File: config.mk
export PLATFORM = sky130hd
export DESIGN_NAME = elm_link_monitor
export DESIGN_NICKNAME = d
export VERILOG_FILES = /design/src/inc/elm_pkg.sv /design/src/inc/elm_evt_if.sv /design/src/hw/elm_event_log.sv /design/src/hw/elm_link_monitor.sv
export VERILOG_INCLUDE_DIRS = /design/src /design/src/inc
export SDC_FILE = /design/constraint.sdc
export NUM_CORES = 1
export LEC_CHECK = 0
export ABC_AREA = 0
export BUFFER_PORTS_ARGS = -buffer_cell sky130_fd_sc_hd__buf_2
export CAP_MARGIN = 20
export CORE_MARGIN = 8
export CORE_UTILIZATION = 50
export CTS_CLUSTER_DIAMETER = 50
export CTS_CLUSTER_SIZE = 16
export DETAILED_ROUTE_END_ITERATION = 8
export PLACE_DENSITY = 0.75
export SKIP_CTS_REPAIR_TIMING = 1
export SLEW_MARGIN = 25
export SYNTH_ARGS = -nofsm -noshare
export SYNTH_HDL_FRONTEND = slang
export SYNTH_HIERARCHICAL = 1
export SYNTH_SLANG_ARGS = --single-unit
File: constraint.sdc
create_clock -name clk_i -period 8.3 [get_ports clk_i]
set_input_delay 0.83 -clock clk_i [delete_from_list [all_inputs] [get_ports clk_i]]
set_output_delay 0.83 -clock clk_i [all_outputs]
set_load 0.02 [all_outputs]
File: src/inc/elm_params.svh
// Constants for the link monitor: register offsets, field positions,
// reset values and index assignments. Definitions only.
`ifndef ELM_PARAMS_SVH
`define ELM_PARAMS_SVH

`define ELM_ADDR_W       4
`define ELM_OFS_LINK     4'h0
`define ELM_OFS_MASK     4'h4
`define ELM_OFS_EVST     4'h8
`define ELM_OFS_EVDT     4'hc

`define ELM_NLINK        5
`define ELM_NPIN         6
`define ELM_STN_ONE      0
`define ELM_STN_TWO_FIB  1
`define ELM_STN_TWO_CU   2
`define ELM_PROC_BUS     3
`define ELM_FRONT        4
`define ELM_PIN_FRONT_CU 4
`define ELM_PIN_ONBOARD  5

`define ELM_PIN_RST      6'h00
`define ELM_LINK_RST     5'h00
`define ELM_MASK_RST     5'h00
`define ELM_WORD_RST     32'h0000_0000

`define ELM_EVST_CNT_LSB 0
`define ELM_EVST_CNT_MSB 3
`define ELM_EVST_OVF_BIT 8
`define ELM_EVDT_LNK_LSB 0
`define ELM_EVDT_LNK_MSB 2
`define ELM_EVDT_ON_BIT  3
`define ELM_EVDT_VLD_BIT 31
`define ELM_BE_MASK      0
`define ELM_BE_OVF       1

`define ELM_LOG_DEPTH    4'h8
`define ELM_LOG_AW       3
`define ELM_CNT_W        4
`define ELM_PTR_ONE      3'h1
`define ELM_CNT_ONE      4'h1
`define ELM_CNT_ZERO     4'h0
`define ELM_PTR_ZERO     3'h0

`endif

File: src/inc/elm_pkg.sv
// Types shared by the link monitor and its event log.
// Assumes elm_params.svh for the widths.
`include "elm_params.svh"
package elm_pkg;
  typedef logic [`ELM_NLINK-1:0] elm_links_t;
  typedef logic [2:0]            elm_idx_t;
  typedef logic [`ELM_CNT_W-1:0] elm_cnt_t;
  typedef struct packed {
    logic     on;
    elm_idx_t link;
  } elm_evt_s;
  typedef enum logic {
    ELM_BUS_IDLE,
    ELM_BUS_ACK
  } elm_bus_e;
endpackage

File: src/inc/elm_evt_if.sv
// Carrier between the monitor and its event list.
// Assumes elm_pkg is compiled first.
`timescale 1ns/1ps
interface elm_evt_if;
  logic              push;
  elm_pkg::elm_evt_s push_code;
  logic              pop;
  logic              ovf_clr;
  elm_pkg::elm_evt_s head;
  logic              empty;
  logic              full;
  elm_pkg::elm_cnt_t count;
  logic              ovf;
  modport prod (output push, push_code, pop, ovf_clr,
                input  head, empty, full, count, ovf);
  modport log  (input  push, push_code, pop, ovf_clr,
                output head, empty, full, count, ovf);
endinterface

File: src/hw/elm_event_log.sv
// Event list: a small circular store of link on/off events.
// Assumes one push and one pop at most per enabled cycle.
`timescale 1ns/1ps
`include "elm_params.svh"
module elm_event_log (
  input  wire logic clk_i,  // System clock
  input  wire logic rst_i,  // Synchronous reset, active high
  input  wire logic ce_i,   // Clock enable, freezes state when low
  elm_evt_if.log    evt     // Push and pop side
);
  elm_pkg::elm_evt_s             mem_r [`ELM_LOG_DEPTH];
  logic [`ELM_LOG_AW-1:0]        wr_ptr_r;
  logic [`ELM_LOG_AW-1:0]        rd_ptr_r;
  elm_pkg::elm_cnt_t             count_r;
  logic                          ovf_r;
  logic                          do_push;
  logic                          do_pop;

  assign evt.full  = (count_r == `ELM_LOG_DEPTH);
  assign evt.empty = (count_r == `ELM_CNT_ZERO);
  assign evt.count = count_r;
  assign evt.ovf   = ovf_r;
  assign evt.head  = mem_r[rd_ptr_r];
  // A full list keeps its oldest entries; the newest one is lost
  assign do_push   = evt.push && !evt.full;
  assign do_pop    = evt.pop && !evt.empty;

  always_ff @(posedge clk_i) begin
    if (ce_i && do_push) begin
      mem_r[wr_ptr_r] <= evt.push_code;
    end
  end

  always_ff @(posedge clk_i) begin
    if (rst_i) begin
      wr_ptr_r <= `ELM_PTR_ZERO;
      rd_ptr_r <= `ELM_PTR_ZERO;
      count_r  <= `ELM_CNT_ZERO;
    end else if (ce_i) begin
      if (do_push) begin
        wr_ptr_r <= wr_ptr_r + `ELM_PTR_ONE;
      end
      if (do_pop) begin
        rd_ptr_r <= rd_ptr_r + `ELM_PTR_ONE;
      end
      if (do_push && !do_pop) begin
        count_r <= count_r + `ELM_CNT_ONE;
      end else if (do_pop && !do_push) begin
        count_r <= count_r - `ELM_CNT_ONE;
      end
    end
  end

  // Set wins over a clear in the same cycle
  always_ff @(posedge clk_i) begin
    if (rst_i) begin
      ovf_r <= 1'b0;
    end else if (ce_i) begin
      if (evt.push && evt.full) begin
        ovf_r <= 1'b1;
      end else if (evt.ovf_clr) begin
        ovf_r <= 1'b0;
      end
    end
  end
endmodule

File: src/hw/elm_link_monitor.sv
// Link monitor: turns port link indications into five status outputs,
// an event list and forwarded events, with an Avalon-MM register slave.
// Assumes link pins are asynchronous levels from the port PHYs.
//
// How it works
// - upper fiber link drives station bus one
// - middle fiber link drives station bus two fiber
// - rear copper link drives station bus two copper
// - lower fiber link drives process bus
// - front copper or onboard port drives front
// - log each link's latest pending change while the list has room, else set overflow; forward when mask enabled
// - status register reads the five link outputs
// - mask register is the only setting; five link outputs plus forwarded events
`timescale 1ns/1ps
`include "elm_params.svh"
module elm_link_monitor (
  input  wire logic        clk_i,                         // System clock, 20 MHz
  input  wire logic        rst_i,                         // Synchronous reset, active high
  input  wire logic        ce_i,                          // Clock enable
  input  wire logic        fiber_upper_link_i,            // Upper fiber PHY link up
  input  wire logic        fiber_middle_link_i,           // Middle fiber PHY link up
  input  wire logic        rear_copper_link_i,            // Rear copper PHY link up
  input  wire logic        fiber_lower_link_i,            // Lower fiber PHY link up
  input  wire logic        front_copper_link_i,           // Front copper PHY link up
  input  wire logic        front_onboard_network_port_i,  // Front onboard port link up
  input  wire logic [3:0]  avs_address_i,                 // Byte address
  input  wire logic        avs_read_i,                    // Read request
  input  wire logic        avs_write_i,                   // Write request
  input  wire logic [31:0] avs_writedata_i,               // Write data
  input  wire logic [3:0]  avs_byteenable_i,              // Byte lanes
  output logic      [31:0] avs_readdata_o,                // Read data
  output logic             avs_waitrequest_o,             // Stall
  output logic             station_bus_one_link_o,        // Station bus one link
  output logic             station_bus_two_fiber_link_o,  // Station bus two fiber link
  output logic             station_bus_two_copper_link_o, // Station bus two copper link
  output logic             process_bus_link_o,            // Process bus link
  output logic             front_panel_link_o,            // Front panel link
  output logic             evt_fwd_valid_o,               // Forwarded event pulse
  output logic      [2:0]  evt_fwd_link_o,                // Forwarded event link index
  output logic             evt_fwd_on_o                   // Forwarded event value
);
  logic [`ELM_NPIN-1:0]  pin_raw;
  logic [`ELM_NPIN-1:0]  pin_meta_r;
  logic [`ELM_NPIN-1:0]  pin_sync_r;
  elm_pkg::elm_links_t   link_nxt;
  elm_pkg::elm_links_t   link_r;
  elm_pkg::elm_links_t   chg;
  elm_pkg::elm_links_t   pend_r;
  elm_pkg::elm_links_t   pend_val_r;
  elm_pkg::elm_links_t   pend_clr;
  elm_pkg::elm_idx_t     sel;
  logic                  push;
  elm_pkg::elm_links_t   mask_r;
  elm_pkg::elm_bus_e     bus_r;
  elm_pkg::elm_bus_e     bus_nxt;
  logic                  req;
  logic                  take;
  logic [31:0]           rdata_r;
  logic                  fwd_valid_r;
  elm_pkg::elm_idx_t     fwd_link_r;
  logic                  fwd_on_r;

  elm_evt_if evt ();

  elm_event_log u_log (
    .clk_i (clk_i),
    .rst_i (rst_i),
    .ce_i  (ce_i),
    .evt   (evt.log)
  );

  // Lowest pending link index is logged first
  function automatic elm_pkg::elm_idx_t first_pending(input elm_pkg::elm_links_t p);
    elm_pkg::elm_idx_t idx;
    idx = 3'h0;
    for (int i = `ELM_NLINK - 1; i >= 0; i--) begin
      if (p[i]) begin
        idx = 3'(i);
      end
    end
    return idx;
  endfunction

  function automatic logic [31:0] read_word(input logic [3:0] addr,
                                            input elm_pkg::elm_links_t links,
                                            input elm_pkg::elm_links_t mask,
                                            input elm_pkg::elm_cnt_t cnt,
                                            input logic ovf,
                                            input logic empty,
                                            input elm_pkg::elm_evt_s head);
    logic [31:0] w;
    w = `ELM_WORD_RST;
    if (addr == `ELM_OFS_LINK) begin
      w[`ELM_NLINK-1:0] = links;
    end else if (addr == `ELM_OFS_MASK) begin
      w[`ELM_NLINK-1:0] = mask;
    end else if (addr == `ELM_OFS_EVST) begin
      w[`ELM_EVST_CNT_MSB:`ELM_EVST_CNT_LSB] = cnt;
      w[`ELM_EVST_OVF_BIT]                   = ovf;
    end else if (addr == `ELM_OFS_EVDT) begin
      // An empty list has no stored head, so the word reads as zero
      if (!empty) begin
        w[`ELM_EVDT_LNK_MSB:`ELM_EVDT_LNK_LSB] = head.link;
        w[`ELM_EVDT_ON_BIT]                    = head.on;
      end
      w[`ELM_EVDT_VLD_BIT]                   = !empty;
    end
    return w;
  endfunction

  // Pin synchroniser; the first stage feeds only the second
  assign pin_raw = {front_onboard_network_port_i, front_copper_link_i, fiber_lower_link_i,
                    rear_copper_link_i, fiber_middle_link_i, fiber_upper_link_i};

  always_ff @(posedge clk_i) begin
    if (rst_i) begin
      pin_meta_r <= `ELM_PIN_RST;
      pin_sync_r <= `ELM_PIN_RST;
    end else if (ce_i) begin
      pin_meta_r <= pin_raw;
      pin_sync_r <= pin_meta_r;
    end
  end

  // Link status mapping
  always_comb begin
    link_nxt             = `ELM_LINK_RST;
    link_nxt[`ELM_STN_ONE]     = pin_sync_r[`ELM_STN_ONE];
    link_nxt[`ELM_STN_TWO_FIB] = pin_sync_r[`ELM_STN_TWO_FIB];
    link_nxt[`ELM_STN_TWO_CU]  = pin_sync_r[`ELM_STN_TWO_CU];
    link_nxt[`ELM_PROC_BUS]    = pin_sync_r[`ELM_PROC_BUS];
    link_nxt[`ELM_FRONT] = pin_sync_r[`ELM_PIN_FRONT_CU] | pin_sync_r[`ELM_PIN_ONBOARD];
  end

  always_ff @(posedge clk_i) begin
    if (rst_i) begin
      link_r <= `ELM_LINK_RST;
    end else if (ce_i) begin
      link_r <= link_nxt;
    end
  end

  // The five link status outputs are these levels; forwarded events have their own
  assign station_bus_one_link_o        = link_r[`ELM_STN_ONE];
  assign station_bus_two_fiber_link_o  = link_r[`ELM_STN_TWO_FIB];
  assign station_bus_two_copper_link_o = link_r[`ELM_STN_TWO_CU];
  assign process_bus_link_o            = link_r[`ELM_PROC_BUS];
  assign front_panel_link_o            = link_r[`ELM_FRONT];

  // Change detection; several links can change in one cycle,
  // so each changed link waits in a pending bit, with its latest value, until it is offered to the list
  assign chg      = link_nxt ^ link_r;
  assign push     = |pend_r;
  assign sel      = first_pending(pend_r);
  assign pend_clr = push ? elm_pkg::elm_links_t'(5'h01 << sel) : `ELM_LINK_RST;

  // A new change wins over the clear of the same bit
  always_ff @(posedge clk_i) begin
    if (rst_i) begin
      pend_r     <= `ELM_LINK_RST;
      pend_val_r <= `ELM_LINK_RST;
    end else if (ce_i) begin
      pend_r     <= chg | (pend_r & ~pend_clr);
      pend_val_r <= (chg & link_nxt) | (~chg & pend_val_r);
    end
  end

  assign evt.push           = push;
  assign evt.push_code.link = sel;
  assign evt.push_code.on   = pend_val_r[sel];

  // Forwarding to the supervisory side, gated per link by the mask
  always_ff @(posedge clk_i) begin
    if (rst_i) begin
      fwd_valid_r <= 1'b0;
      fwd_link_r  <= 3'h0;
      fwd_on_r    <= 1'b0;
    end else if (ce_i) begin
      fwd_valid_r <= push && mask_r[sel];
      fwd_link_r  <= sel;
      fwd_on_r    <= pend_val_r[sel];
    end
  end

  assign evt_fwd_valid_o = fwd_valid_r;
  assign evt_fwd_link_o  = fwd_link_r;
  assign evt_fwd_on_o    = fwd_on_r;

  // Bus slave: with ce_i high every access takes exactly one wait cycle, which gives
  // read data a full cycle to settle from the registered word
  assign req  = avs_read_i || avs_write_i;
  assign take = ce_i && (bus_r == elm_pkg::ELM_BUS_ACK) && req;

  always_comb begin
    bus_nxt = bus_r;
    case (bus_r)
      elm_pkg::ELM_BUS_IDLE: begin
        if (req) begin
          bus_nxt = elm_pkg::ELM_BUS_ACK;
        end
      end
      elm_pkg::ELM_BUS_ACK: begin
        bus_nxt = elm_pkg::ELM_BUS_IDLE;
      end
      default: begin
        bus_nxt = elm_pkg::ELM_BUS_IDLE;
      end
    endcase
  end

  always_ff @(posedge clk_i) begin
    if (rst_i) begin
      bus_r <= elm_pkg::ELM_BUS_IDLE;
    end else if (ce_i) begin
      bus_r <= bus_nxt;
    end
  end

  // A low enable stretches the wait, so no write is lost while frozen
  assign avs_waitrequest_o = req && !take;

  always_ff @(posedge clk_i) begin
    if (rst_i) begin
      rdata_r <= `ELM_WORD_RST;
    end else if (ce_i && avs_read_i && bus_r == elm_pkg::ELM_BUS_IDLE) begin
      rdata_r <= read_word(avs_address_i, link_r, mask_r, evt.count,
                           evt.ovf, evt.empty, evt.head);
    end
  end

  assign avs_readdata_o = rdata_r;

  // Pop only what the latched word actually showed
  assign evt.pop = ce_i && take && avs_read_i && (avs_address_i == `ELM_OFS_EVDT)
                   && rdata_r[`ELM_EVDT_VLD_BIT];

  assign evt.ovf_clr = take && avs_write_i && (avs_address_i == `ELM_OFS_EVST)
                       && avs_byteenable_i[`ELM_BE_OVF] && avs_writedata_i[`ELM_EVST_OVF_BIT];

  always_ff @(posedge clk_i) begin
    if (rst_i) begin
      mask_r <= `ELM_MASK_RST;
    end else if (ce_i && take && avs_write_i && avs_address_i == `ELM_OFS_MASK
                 && avs_byteenable_i[`ELM_BE_MASK]) begin
      mask_r <= avs_writedata_i[`ELM_NLINK-1:0];
    end
  end

  property p_stn_one;
    @(posedge clk_i) disable iff (rst_i)
    ce_i |=> station_bus_one_link_o == $past(pin_sync_r[`ELM_STN_ONE]);
  endproperty
  a_stn_one: assert property (p_stn_one) else $error("station bus one wrong");

  property p_stn_two_fib;
    @(posedge clk_i) disable iff (rst_i)
    ce_i |=> station_bus_two_fiber_link_o == $past(pin_sync_r[`ELM_STN_TWO_FIB]);
  endproperty
  a_stn_two_fib: assert property (p_stn_two_fib) else $error("station bus two fiber wrong");

  property p_stn_two_cu;
    @(posedge clk_i) disable iff (rst_i)
    ce_i |=> station_bus_two_copper_link_o == $past(pin_sync_r[`ELM_STN_TWO_CU]);
  endproperty
  a_stn_two_cu: assert property (p_stn_two_cu) else $error("station bus two copper wrong");

  property p_proc_bus;
    @(posedge clk_i) disable iff (rst_i)
    ce_i |=> process_bus_link_o == $past(pin_sync_r[`ELM_PROC_BUS]);
  endproperty
  a_proc_bus: assert property (p_proc_bus) else $error("process bus wrong");

  property p_front;
    @(posedge clk_i) disable iff (rst_i)
    ce_i |=> front_panel_link_o == ($past(pin_sync_r[`ELM_PIN_FRONT_CU])
                                    || $past(pin_sync_r[`ELM_PIN_ONBOARD]));
  endproperty
  a_front: assert property (p_front) else $error("front link wrong");

  property p_fwd;
    @(posedge clk_i) disable iff (rst_i)
    (ce_i && push && mask_r[sel]) |=> evt_fwd_valid_o && evt_fwd_link_o == $past(sel);
  endproperty
  a_fwd: assert property (p_fwd) else $error("masked event not forwarded");

  property p_status;
    @(posedge clk_i) disable iff (rst_i)
    (ce_i && avs_read_i && bus_r == elm_pkg::ELM_BUS_IDLE && avs_address_i == `ELM_OFS_LINK)
    |=> avs_readdata_o[`ELM_NLINK-1:0] == $past(link_r);
  endproperty
  a_status: assert property (p_status) else $error("status read mismatch");

  property p_frozen;
    @(posedge clk_i) disable iff (rst_i)
    !ce_i |=> $stable(link_r) && $stable(pend_r);
  endproperty
  a_frozen: assert property (p_frozen) else $error("state moved while disabled");

  property p_rise;
    @(posedge clk_i) disable iff (rst_i)
    (ce_i && link_nxt[`ELM_STN_ONE] && !link_r[`ELM_STN_ONE])
    |=> pend_r[`ELM_STN_ONE] && pend_val_r[`ELM_STN_ONE];
  endproperty
  a_rise: assert property (p_rise) else $error("rising edge event lost");

  property p_no_spurious;
    @(posedge clk_i) disable iff (rst_i)
    (ce_i && chg == `ELM_LINK_RST && !push) |=> !push;
  endproperty
  a_no_spurious: assert property (p_no_spurious) else $error("event without change");
endmodule

# Yosys cells after proc, flatten, opt, wreduce, memory -nomap -nowiden
# Memories as Yosys holds them, arrays and structs flattened. A register that Yosys moved wholly into a read port is not among the register bits.
# Index checks and enable logic that the tools add are counted.
dict set report classes {
  n_addsub 4
  multipliers 0
  div_mod_pow 0
  order_cmp 1
  eq_ne 4
  shift 1
  mux 33
  n_bitwise 10
  reduce_logical 38
}
# op count
set op_table {}
lappend op_table {{$mux 4} 6}
lappend op_table {{$logic_and 1x1->1} 23}
lappend op_table {{$mux 3} 7}
lappend op_table {{$and 5x5->5} 3}
lappend op_table {{$mux 1} 15}
lappend op_table {{$eq 4x4->1 const B} 3}
lappend op_table {{$mux 5} 2}
lappend op_table {{$not 5->5} 2}
lappend op_table {{$or 5x5->5} 2}
lappend op_table {{$logic_not 4->1} 2}
lappend op_table {{$reduce_and 2->1} 4}
lappend op_table {{$add 3x1->3 const B} 2}
lappend op_table {{$bmux 1 s3} 2}
lappend op_table {{$logic_not 1->1} 5}
lappend op_table {{$reduce_or 5->1} 1}
lappend op_table {{$shl 1x3->5 const A} 1}
lappend op_table {{$xor 5x5->5} 1}
lappend op_table {{$add 4x1->4 const B} 1}
lappend op_table {{$eq 4x3->1 const B} 1}
lappend op_table {{$lt 3x4->1 const B} 1}
lappend op_table {{$reduce_bool 2->1} 2}
lappend op_table {{$sub 4x1->4 const B} 1}
lappend op_table {{$pmux 1 s2} 1}
lappend op_table {{$logic_or 1x1->1} 1}
lappend op_table {{other kinds (2)} 2}
dict set report word_totals {
  ff_bits 56
  latchBits 0
  mem_bits_rw 32
  romBits 0
  inputBits 51
  output_inout_bits 43
  elab_cells 107
  memories 1
}
# name depth width rd rd_clocked_by_memory_dff write_ports line_no
set mem_list {}
lappend mem_list {u_log.mem_r 8 4 1 1 1 elm_event_log.sv:11} ;# elm_pkg::elm_evt_s mem_r [`ELM_LOG_DEPTH];

# Logic depth before layout (Yosys ltp)
# Gate-level depths: netlist of run 1.
dict set report depth {
  word_depth 11
  mapped_depth 11
  depth_no_buf 10
}

# Modules after synthesis
# Netlist of run 1, hierarchy kept.
# mod instances cells_each area_each_um2 seq_area_each_um2
set by_module_without_submodules {}
lappend by_module_without_submodules {elm_link_monitor 1 260 2253.4 900.9}
lappend by_module_without_submodules {elm_event_log 1 122 1910.6 1241.2}

# Worst setup path after synthesis of run 1
# No wires, ideal clock.
dict set report synth_path {
  path_kind {input-to-reg}
  from {input avs_address_i[3]}
  to {register u_log.count_r[3] (netlist: u_log/evt.count[3])}
  setup_ns 0.066
  arrival_ns 3.250
  setup_slack_ns 4.984
  stages 11
  n_path_buf 1
  cell_sequence {buf_6 or3b_4 nor3_1 nand2_1 ha_1 inv_1 ha_1 and3_1 or4b_1 a21o_1 a21oi_2}
}
dict set report synth_via {
  elab_chain_len 8
}
# item line_no
set synth_rtl {}
lappend synth_rtl {{start, declared} elm_link_monitor.sv:26} ;# input wire logic [3:0] avs_address_i,
lappend synth_rtl {{$eq 4x4->1 (no line) (*)} n/a}
lappend synth_rtl {{$logic_and 1x1->1 (*) (2 in series)} elm_link_monitor.sv:234} ;# assign evt.pop = ce_i && take && avs_read_i && (avs_address_i == `ELM_OFS_EVDT)
lappend synth_rtl {{via evt.pop} elm_evt_if.sv:7} ;# logic pop;
lappend synth_rtl {{$logic_and 1x1->1 (*)} elm_event_log.sv:26} ;# assign do_pop = evt.pop && !evt.empty;
lappend synth_rtl {{$logic_not 1->1} elm_event_log.sv:46} ;# if (do_push && !do_pop) begin
lappend synth_rtl {{$logic_and 1x1->1} elm_event_log.sv:46}
lappend synth_rtl {{$reduce_bool 2->1 (no line)} n/a}
lappend synth_rtl {{$reduce_and 2->1 (no line)} n/a}
lappend synth_rtl {{end signal, assigned} elm_event_log.sv:38} ;# count_r <= `ELM_CNT_ZERO;
lappend synth_rtl {{end signal, assigned} elm_event_log.sv:47} ;# count_r <= count_r + `ELM_CNT_ONE;
lappend synth_rtl {{end signal, assigned} elm_event_log.sv:49} ;# count_r <= count_r - `ELM_CNT_ONE;
lappend synth_rtl {{end, declared} elm_event_log.sv:14} ;# elm_pkg::elm_cnt_t count_r;
# Mark *: on every way through the listed nets, which the timed path passes. The rest lies on a longest branch.
# A chain may end at the register's enable or synchronous reset.

# Worst setup path after layout of run 1
dict set report layout_path {
  from {input ce_i}
  to {register u_log.count_r[3] (netlist: u_log/evt.count[3])}
}
dict set report layout_via {
  elab_chain_len 11
}
# item line_no
set layout_rtl {}
lappend layout_rtl {{start, declared} elm_link_monitor.sv:19} ;# input wire logic ce_i,
lappend layout_rtl {{$logic_and 1x1->1 (2 in series)} elm_link_monitor.sv:192} ;# assign take = ce_i && (bus_r == elm_pkg::ELM_BUS_ACK) && req;
lappend layout_rtl {{$logic_and 1x1->1 (*) (4 in series)} elm_link_monitor.sv:234}
lappend layout_rtl {{via evt.pop} elm_evt_if.sv:7}
lappend layout_rtl {{$logic_and 1x1->1 (*)} elm_event_log.sv:26}
lappend layout_rtl {{$logic_not 1->1} elm_event_log.sv:46}
lappend layout_rtl {{$logic_and 1x1->1} elm_event_log.sv:46}
lappend layout_rtl {{$reduce_bool 2->1 (no line)} n/a}
lappend layout_rtl {{$reduce_and 2->1 (no line)} n/a}
# Marks and branches as above.

==> run_results.csv, run 1 <==
group,metric,value,unit
setup_path,start_kind,"input pin",
grt,grt_pass1_vias,2630,
floorplan,core_area,8134,um2
setup_path,critPathRequiredTime,8.58,ns
synth,ys_types,52,
grt,grt_pass1_wl,13120,um
synth,ys_dominant_reg_cell,"dfxtp_1",
grt,gr-total-overflow,0,
cts,cts_buffers,9,
run_status,status,"finished, final reports clean",
synth,syn_inst,382,
synth,synth_top_area_share,28.37,%
cts,cts_buffer_depth,2,
setup_path,crit_chain,"buf_2 -> nand2_1 -> nor3_1 -> nand2_1 -> ha_1 -> inv_1 -> ha_1 -> and3_1 -> or4b_1 -> a21o_1 -> a21oi_2",
floorplan,die_h,107.3,um
drt,first_pass_iters,4,
synth,syn_area_per_cell,10.90,um2
drt,viasPerCell,5.225,
sta,fin_setup_tns,0,ns
synth,ys_seq_area_share,51.44,%
sta,rsz0062_at_grt,"no",
synth,netlist_area,4164,um2
min_path,min_from,"evt_fwd_link_o[2]$_SDFFE_PP0P_",
sta,clock_skew,0.007957,ns
power,p_int,651.4,uW
drt,wl_per_cell,15.40,um
sta,worstMarginPinSlew,0.9976,ns
cells_and_area,drive_gt1_share,17.42,%
power,p_leak,1.770,nW
placed_design,io_buffers,40,
grt,grt_max_degree,54,
cells_and_area,area_delta_synth_final,8.143,%
sta,period_minus_slack,3.759,ns
drt,drt-initial-drc-count,130,
job,max_cap_viol_count,0,
sta,fmax,0.2660,GHz
sta,final_hold_viol_count,0,
power,switching_share,25.90,%
sta,slew_viol_final,0,
setup_path,critPathKind,"in2reg",
floorplan,start_util,51.19,%
cts,cts-root-buf,"clkbuf_8",
drt,vias,2738,
power,clkPwrFrac,33.1,%
setup_path,worstReg2RegStart,"pend_r[0]$_SDFFE_PP0P_",
cts,clk_latency,0.35,ns
setup_path,endpoint_kind,"register",
power,ir_worst_vdd,0.1326,mV
placed_design,dpl_worst_slack,4.172,ns
floorplan,die-area,11500,um2
power,power_switching,227.7,uW
cts,cts_tree,"yes",
setup_path,rrSetupSlack,5.29,ns
cts,htree_num_levels,3,
setup_path,cp_max_fo,46,
cells_and_area,num-fill-cells,713,
setup_path,cp.arrival,4.03,ns
cells_and_area,final_common_cell,"dfxtp_1",
power,pwr-share-comb,11.3,%
synth,synth_edf_count,32,
drt,wl,8067,um
sta,fin_ws,4.541,ns
power,total_power,879.1,uW
placed_design,dp_hpwl,5865,um
setup_path,cpPeakStageDelay,0.74,ns
floorplan,fp.dieW,107.3,um
floorplan,boundaryPins,94,
cells_and_area,fin_nets,471,
power,p_seq_share,55.6,%
placed_design,gp_congestion,0.8003,
cells_and_area,diodes,0,
cells_and_area,layout_common_cells,"dfxtp_1 (59), nor2_1 (55), buf_2 (40), mux2i_1 (34), edfxtp_1 (32)",
power,powerDensity,195.2,nW/um2
setup_path,cp-startpoint,"ce_i",
synth,synth_area_leader_cell,"dfxtp_1",
sta,finalCritPeriodShare,45.29,%
sta,relSlewSlack,33.50,%
min_path,hp-class,"reg2reg",
synth,async_flop_share,0,%
cts,cts.sinks,91,
grt,grt_use_total,14.34,%
synth,ys_warn_count,6,
drt,postRouteAntennaNets,0,
floorplan,std_cell_rows,33,
synth,yosys-top-cells-area,"dfxtp_1 (28%), edfxtp_1 (23%), mux2i_1 (8.2%)",
setup_path,cp_slowest_cell,"buf_2",
sta,finalSetupViolCount,0,
cts,path_clk_slew,0.08,ns
grt,antenna_found_initial,0,
drt,drc,0,
synth,synth-seq-cells,91,
-- cells in the mapped netlist, types with 2 or more instances --
| cell | n |
|---|---|
| dfxtp_1 | 59 |
| nor2_1 | 55 |
| mux2i_1 | 34 |
| edfxtp_1 | 32 |
| buf_4 | 28 |
| nand2_1 | 21 |
| a21oi_1 | 18 |
| o21ai_0 | 15 |
| clkbuf_1 | 11 |
| mux4_2 | 8 |
| nor3_1 | 8 |
| a22oi_1 | 7 |
| inv_1 | 7 |
| xor2_1 | 7 |
| ha_1 | 5 |
| nand3_1 | 5 |
| buf_2 | 4 |
| mux2_2 | 4 |
| nand4b_1 | 4 |
| o2bb2ai_1 | 4 |
| xnor2_1 | 4 |
| nand2b_1 | 3 |
| nor2b_1 | 3 |
| nor3b_1 | 3 |
| a211oi_1 | 2 |
| a21o_1 | 2 |
| nand3b_1 | 2 |
| nand4_1 | 2 |
| nor4_1 | 2 |
-- through the flow --
stage / cells / cell area (um2) / utilization [%] / hold slack, ns
after floorplan: 406 / 4254 / - / 0.4428
after global placement: 508 / 4310 / 52.99 / 0.4538
after detailed placement: 508 / 4310 / 52.99 / 0.4628
after CTS: 524 / 4503 / 55.36 / 0.4762
after global routing: 524 / 4503 / 55.36 / 0.5116
final: 524 / 4503 / 55.36 / 0.4760
-- cell type report --
| cell class | instances | area (um2) | share of cell area, % |
|---|---|---|---|
| Clock inverter | 6 | 65.06 | 1.445 |
| Tap cell | 105 | 131.4 | 2.917 |
| Clock buffer | 10 | 127.6 | 2.834 |
| Multi-Input combinational cell | 264 | 1803 | 40.04 |
| Inverter | 7 | 26.28 | 0.5835 |
| Timing Repair Buffer | 41 | 207.7 | 4.612 |
| Sequential cell | 91 | 2142 | 47.57 |
-- critical path, delay by kind of cell --
family | cells | cell delay [ns]
simple gates | 5 | 1.52
compound gates | 2 | 0.33
buf+inv | 2 | 0.86
fa+ha+maj | 2 | 0.51
-- worst paths after layout --
kind,end,cells past startpoint
worst min register to register,evt_fwd_link_o[2]$_SDFFE_PP0P_,2
worst max register to register,u_log/evt.count[3]$_SDFFE_PP0P_,10
worst max-delay path,u_log/evt.count[3]$_SDFFE_PP0P_,11
worst min-delay path,evt_fwd_link_o[2]$_SDFFE_PP0P_,2
-- sequential cells by signal (all words and copies together), names as in the netlist, named ones only --
register,cells
u_log/mem_r,32
avs_readdata_o,7
pin_meta_r,6
pin_sync_r,6
link_r,5
mask_r,5
pend_r,5
u_log/evt.count,4
evt_fwd_link_o,3
u_log/rd_ptr_r,3
u_log/wr_ptr_r,3
bus_r,1
evt_fwd_on_o,1
evt_fwd_valid_o,1
u_log/evt.ovf,1
-- power groups by stage --
stage	clock [mW]	combinational, mW	sequential [mW]
5_1_grt	0.315	0.111	0.491
3_5_place_dp	0	0.0982	0.499
4_1_cts	0.296	0.0989	0.488
2_1_floorplan	0	0.0840	0.497
3_3_place_gp	0	0.0950	0.498
6_report	0.291	0.0994	0.488
-- logic make-up (layout without fill, tap and decap cells) --
logic type	after synthesis	count (layout)	share of synthesized area (%)
AO/OA/AOI/OAI	58	58	8.804
XOR/XNOR	11	11	2.314
adder cells (fa/ha/maj)	6	6	1.983
buffers and inverters	51	64	7.422
flip-flops	91	91	51.44
multiplexers	46	46	13.58
other	1	25	0.09006
AND/OR/NAND/NOR	118	118	14.36
-- layer usage --
layer	routed length (um)	track usage, %	share of wire [%]
met4	46	4.824	0.57
met1	3528	17.45	44
met3	387	4.132	4.8
met5	0	0	0
met2	4104	23.79	51
Note: power is estimated with default switching activity, not from simulation.
==> inputs of run 2 (changes only) <==
--- a/config.mk
+++ b/config.mk
@@ -6,7 +6,7 @@
 export SDC_FILE = /design/constraint.sdc
 export NUM_CORES = 1
 export LEC_CHECK = 0
-export ABC_AREA = 0
+export ABC_AREA = 1
 export BUFFER_PORTS_ARGS = -buffer_cell sky130_fd_sc_hd__buf_2
 export CAP_MARGIN = 20
 export CORE_MARGIN = 8
==> constraint.sdc (replaced) <==
create_clock -name clk_i -period 3.5 [get_ports clk_i]
set_input_delay 0.35 -clock clk_i [delete_from_list [all_inputs] [get_ports clk_i]]
set_output_delay 0.35 -clock clk_i [all_outputs]
set_load 0.02 [all_outputs]
==> run_results.csv, run 2 <==
group,metric,value,unit
cells_and_area,area_delta_synth_final,8.010,%
power,ir_worst_vdd,0.3360,mV
sta,slew_viol_final,0,
cells_and_area,drive_gt1_share,12.79,%
sta,relSlewSlack,45.90,%
setup_path,cp_max_fo,5,
floorplan,start_util,51.33,%
synth,yosys-top-cells-area,"dfxtp_1 (28%), edfxtp_1 (23%), nand2_1 (6.7%)",
drt,viasPerCell,5.074,
synth,syn_area_per_cell,8.206,um2
synth,ys_types,38,
power,p_leak,1.908,nW
grt,antenna_found_initial,0,
setup_path,endpoint_kind,"register",
floorplan,boundaryPins,94,
grt,gr-total-overflow,0,
power,clkPwrFrac,30.4,%
setup_path,path_common_cell,"nand2_1",
synth,synth_top_area_share,28.00,%
power,switching_share,28.16,%
synth,netlist_area,4218,um2
cts,cts-root-buf,"clkbuf_8",
drt,wl_per_cell,13.36,um
sta,finalCritPeriodShare,68.19,%
synth,async_flop_share,0,%
cells_and_area,layout_common_cells,"nand2_1 (75), nor2_1 (74), dfxtp_1 (59), o21ai_0 (56), inv_1 (51)",
cells_and_area,largest-register,"u_log/mem_r",
synth,synth-seq-cells,91,
cells_and_area,diodes,0,
sta,fmax,0.4190,GHz
drt,wl,8817,um
min_path,hp-class,"in2reg",
drt,drc,0,
setup_path,critPathKind,"reg2reg",
cts,htree_num_levels,3,
grt,grt_pass1_wl,14630,um
cts,clk_latency,0.34,ns
cts,cts_buffers,9,
synth,ys_warn_count,6,
synth,synth_area_leader_cell,"dfxtp_1",
power,powerDensity,481.2,nW/um2
drt,first_pass_iters,5,
setup_path,crit_family,"simple AND/OR/NAND/NOR gates",
sta,hold_ws,0.2257,ns
cells_and_area,final_common_cell,"nand2_1",
cells_and_area,fin_nets,607,
sta,period_minus_slack,2.387,ns
sta,final_hold_viol_count,0,
cells_and_area,fin_util,55.44,%
placed_design,dp_hpwl,6446,um
floorplan,fp.dieW,107.8,um
grt,grt_pass1_vias,3208,
setup_path,cp.arrival,2.64,ns
synth,syn_inst,514,
floorplan,core_area,8217,um2
power,power_switching,617.2,uW
drt,drt-initial-drc-count,196,
grt,grt_max_degree,34,
cts,path_clk_slew,0.08,ns
cts,cts.sinks,91,
setup_path,critPathRequiredTime,3.75,ns
run_status,status,"finished, final reports clean",
drt,vias,3349,
synth,ys_dominant_reg_cell,"dfxtp_1",
floorplan,std_cell_rows,33,
sta,finalSetupViolCount,0,
placed_design,io_buffers,40,
cts,cts_buffer_depth,2,
sta,fin_setup_tns,0,ns
power,pwr-share-comb,15.3,%
synth,ys_top_cells_by_count,"nand2_1 (75), nor2_1 (74), dfxtp_1 (59), o21ai_0 (56), inv_1 (51)",
drt,postRouteAntennaNets,0,
synth,yosys.cell_count.top_type,"nand2_1",
cts,cts_tree,"yes",
cells_and_area,largest_reg_flops,32,
job,max_cap_viol_count,0,
setup_path,cp.buffers_inverters,2,
sta,worstMarginPinSlew,0.8106,ns
floorplan,die-area,11630,um2
floorplan,die_h,107.8,um
sta,rsz0062_at_grt,"no",
synth,ys_seq_area_share,50.79,%
setup_path,start_kind,"register",
synth,synth_edf_count,32,
power,p_int,1.575,mW
setup_path,crit_chain,"nand2_1 -> nor3_1 -> nand2_1 -> ha_1 -> inv_1 -> ha_1 -> a21oi_1 -> nand2_1 -> nand2_1 -> nand3_1 -> nand2_1 -> inv_1",
power,p_seq_share,54.3,%
setup_path,cp_slowest_cell,"nor3_1",
placed_design,gp_congestion,0.8961,
sta,clock_skew,0.006471,ns
grt,grt_use_total,15.67,%
setup_path,cpPeakStageDelay,0.54,ns
run 2: changes by cell type after synthesis, moves of 19 or more:
cell / before / now
nor2_1: 55 / 74
a21oi_1: 18 / 45
nand2_1: 21 / 75
o21ai_0: 15 / 56
inv_1: 7 / 51
mux2i_1: 34 / 0
run 2: logic make-up (layout without fill, tap and decap cells):
family,after synthesis,in the layout,share of synthesized area (%)
XOR/XNOR,2,2,0.4154
adder cells (fa/ha/maj),6,6,1.958
other,1,25,0.08891
AO/OA/AOI/OAI,125,125,15.34
buffers and inverters,99,116,11.92
AND/OR/NAND/NOR,190,190,19.49
flip-flops,91,91,50.79
run 2: area by class of cell:
cell class | instances | area (um2)
clock buffers | 9 | 123.9
repair buffers | 42 | 215.2
flip-flops and latches | 91 | 2142
fillers | 778 | 3661
clock inverters | 7 | 58.81
multi-input cells | 348 | 1663
well taps | 105 | 131.4
inverters | 58 | 221.5
run 2: final timing paths:
check | slack [ns] | endpoint | start | cells after the start
max | 1.11 | u_log/evt.count[3]$_SDFFE_PP0P_ | bus_r$_SDFFE_PP0P_ | 12
min | 0.23 | pin_meta_r[2]$_SDFFE_PP0P_ | rear_copper_link_i | 3
max reg2reg | 1.11 | u_log/evt.count[3]$_SDFFE_PP0P_ | bus_r$_SDFFE_PP0P_ | 12
min reg2reg | 0.47 | evt_fwd_link_o[2]$_SDFFE_PP0P_ | evt_fwd_link_o[2]$_SDFFE_PP0P_ | 2
run 2: worst min-delay path, cell delays in order:
cell	delay (ns)
buf_2	0.07
nor2_1	0.03
nor2_1	0.08
run 2: stage by stage:
step | setup slack, ns | power, mW | area, um2 | cells
5_1_grt | 0.9729 | 2.297 | 4556 | 660
6_report | 1.113 | 2.192 | 4556 | 660
3_5_place_dp | 0.8867 | 1.546 | 4373 | 644
2_1_floorplan | 1.339 | 1.474 | 4308 | 538
3_3_place_gp | 1.000 | 1.533 | 4373 | 644
4_1_cts | 1.173 | 2.201 | 4556 | 660
run 2: power by group through the flow:
| stage | sequential [mW] | combinational (mW) | clock [mW] |
|---|---|---|---|
| after floorplan | 1.22 | 0.254 | 0 |
| after global placement | 1.21 | 0.320 | 0 |
| after detailed placement | 1.22 | 0.331 | 0 |
| after CTS | 1.19 | 0.333 | 0.678 |
| after global routing | 1.20 | 0.375 | 0.724 |
| final | 1.19 | 0.335 | 0.666 |
run 2: layer usage:
metal | vias to the layer above | GRT usage, % | wire length [um]
li1 | 1716 | - | -
met1 | 1511 | 18.34 | 3885
met2 | 99 | 25.70 | 4119
met3 | 23 | 3.653 | 542
met4 | 0 | 9.118 | 269
met5 | - | 0 | 0
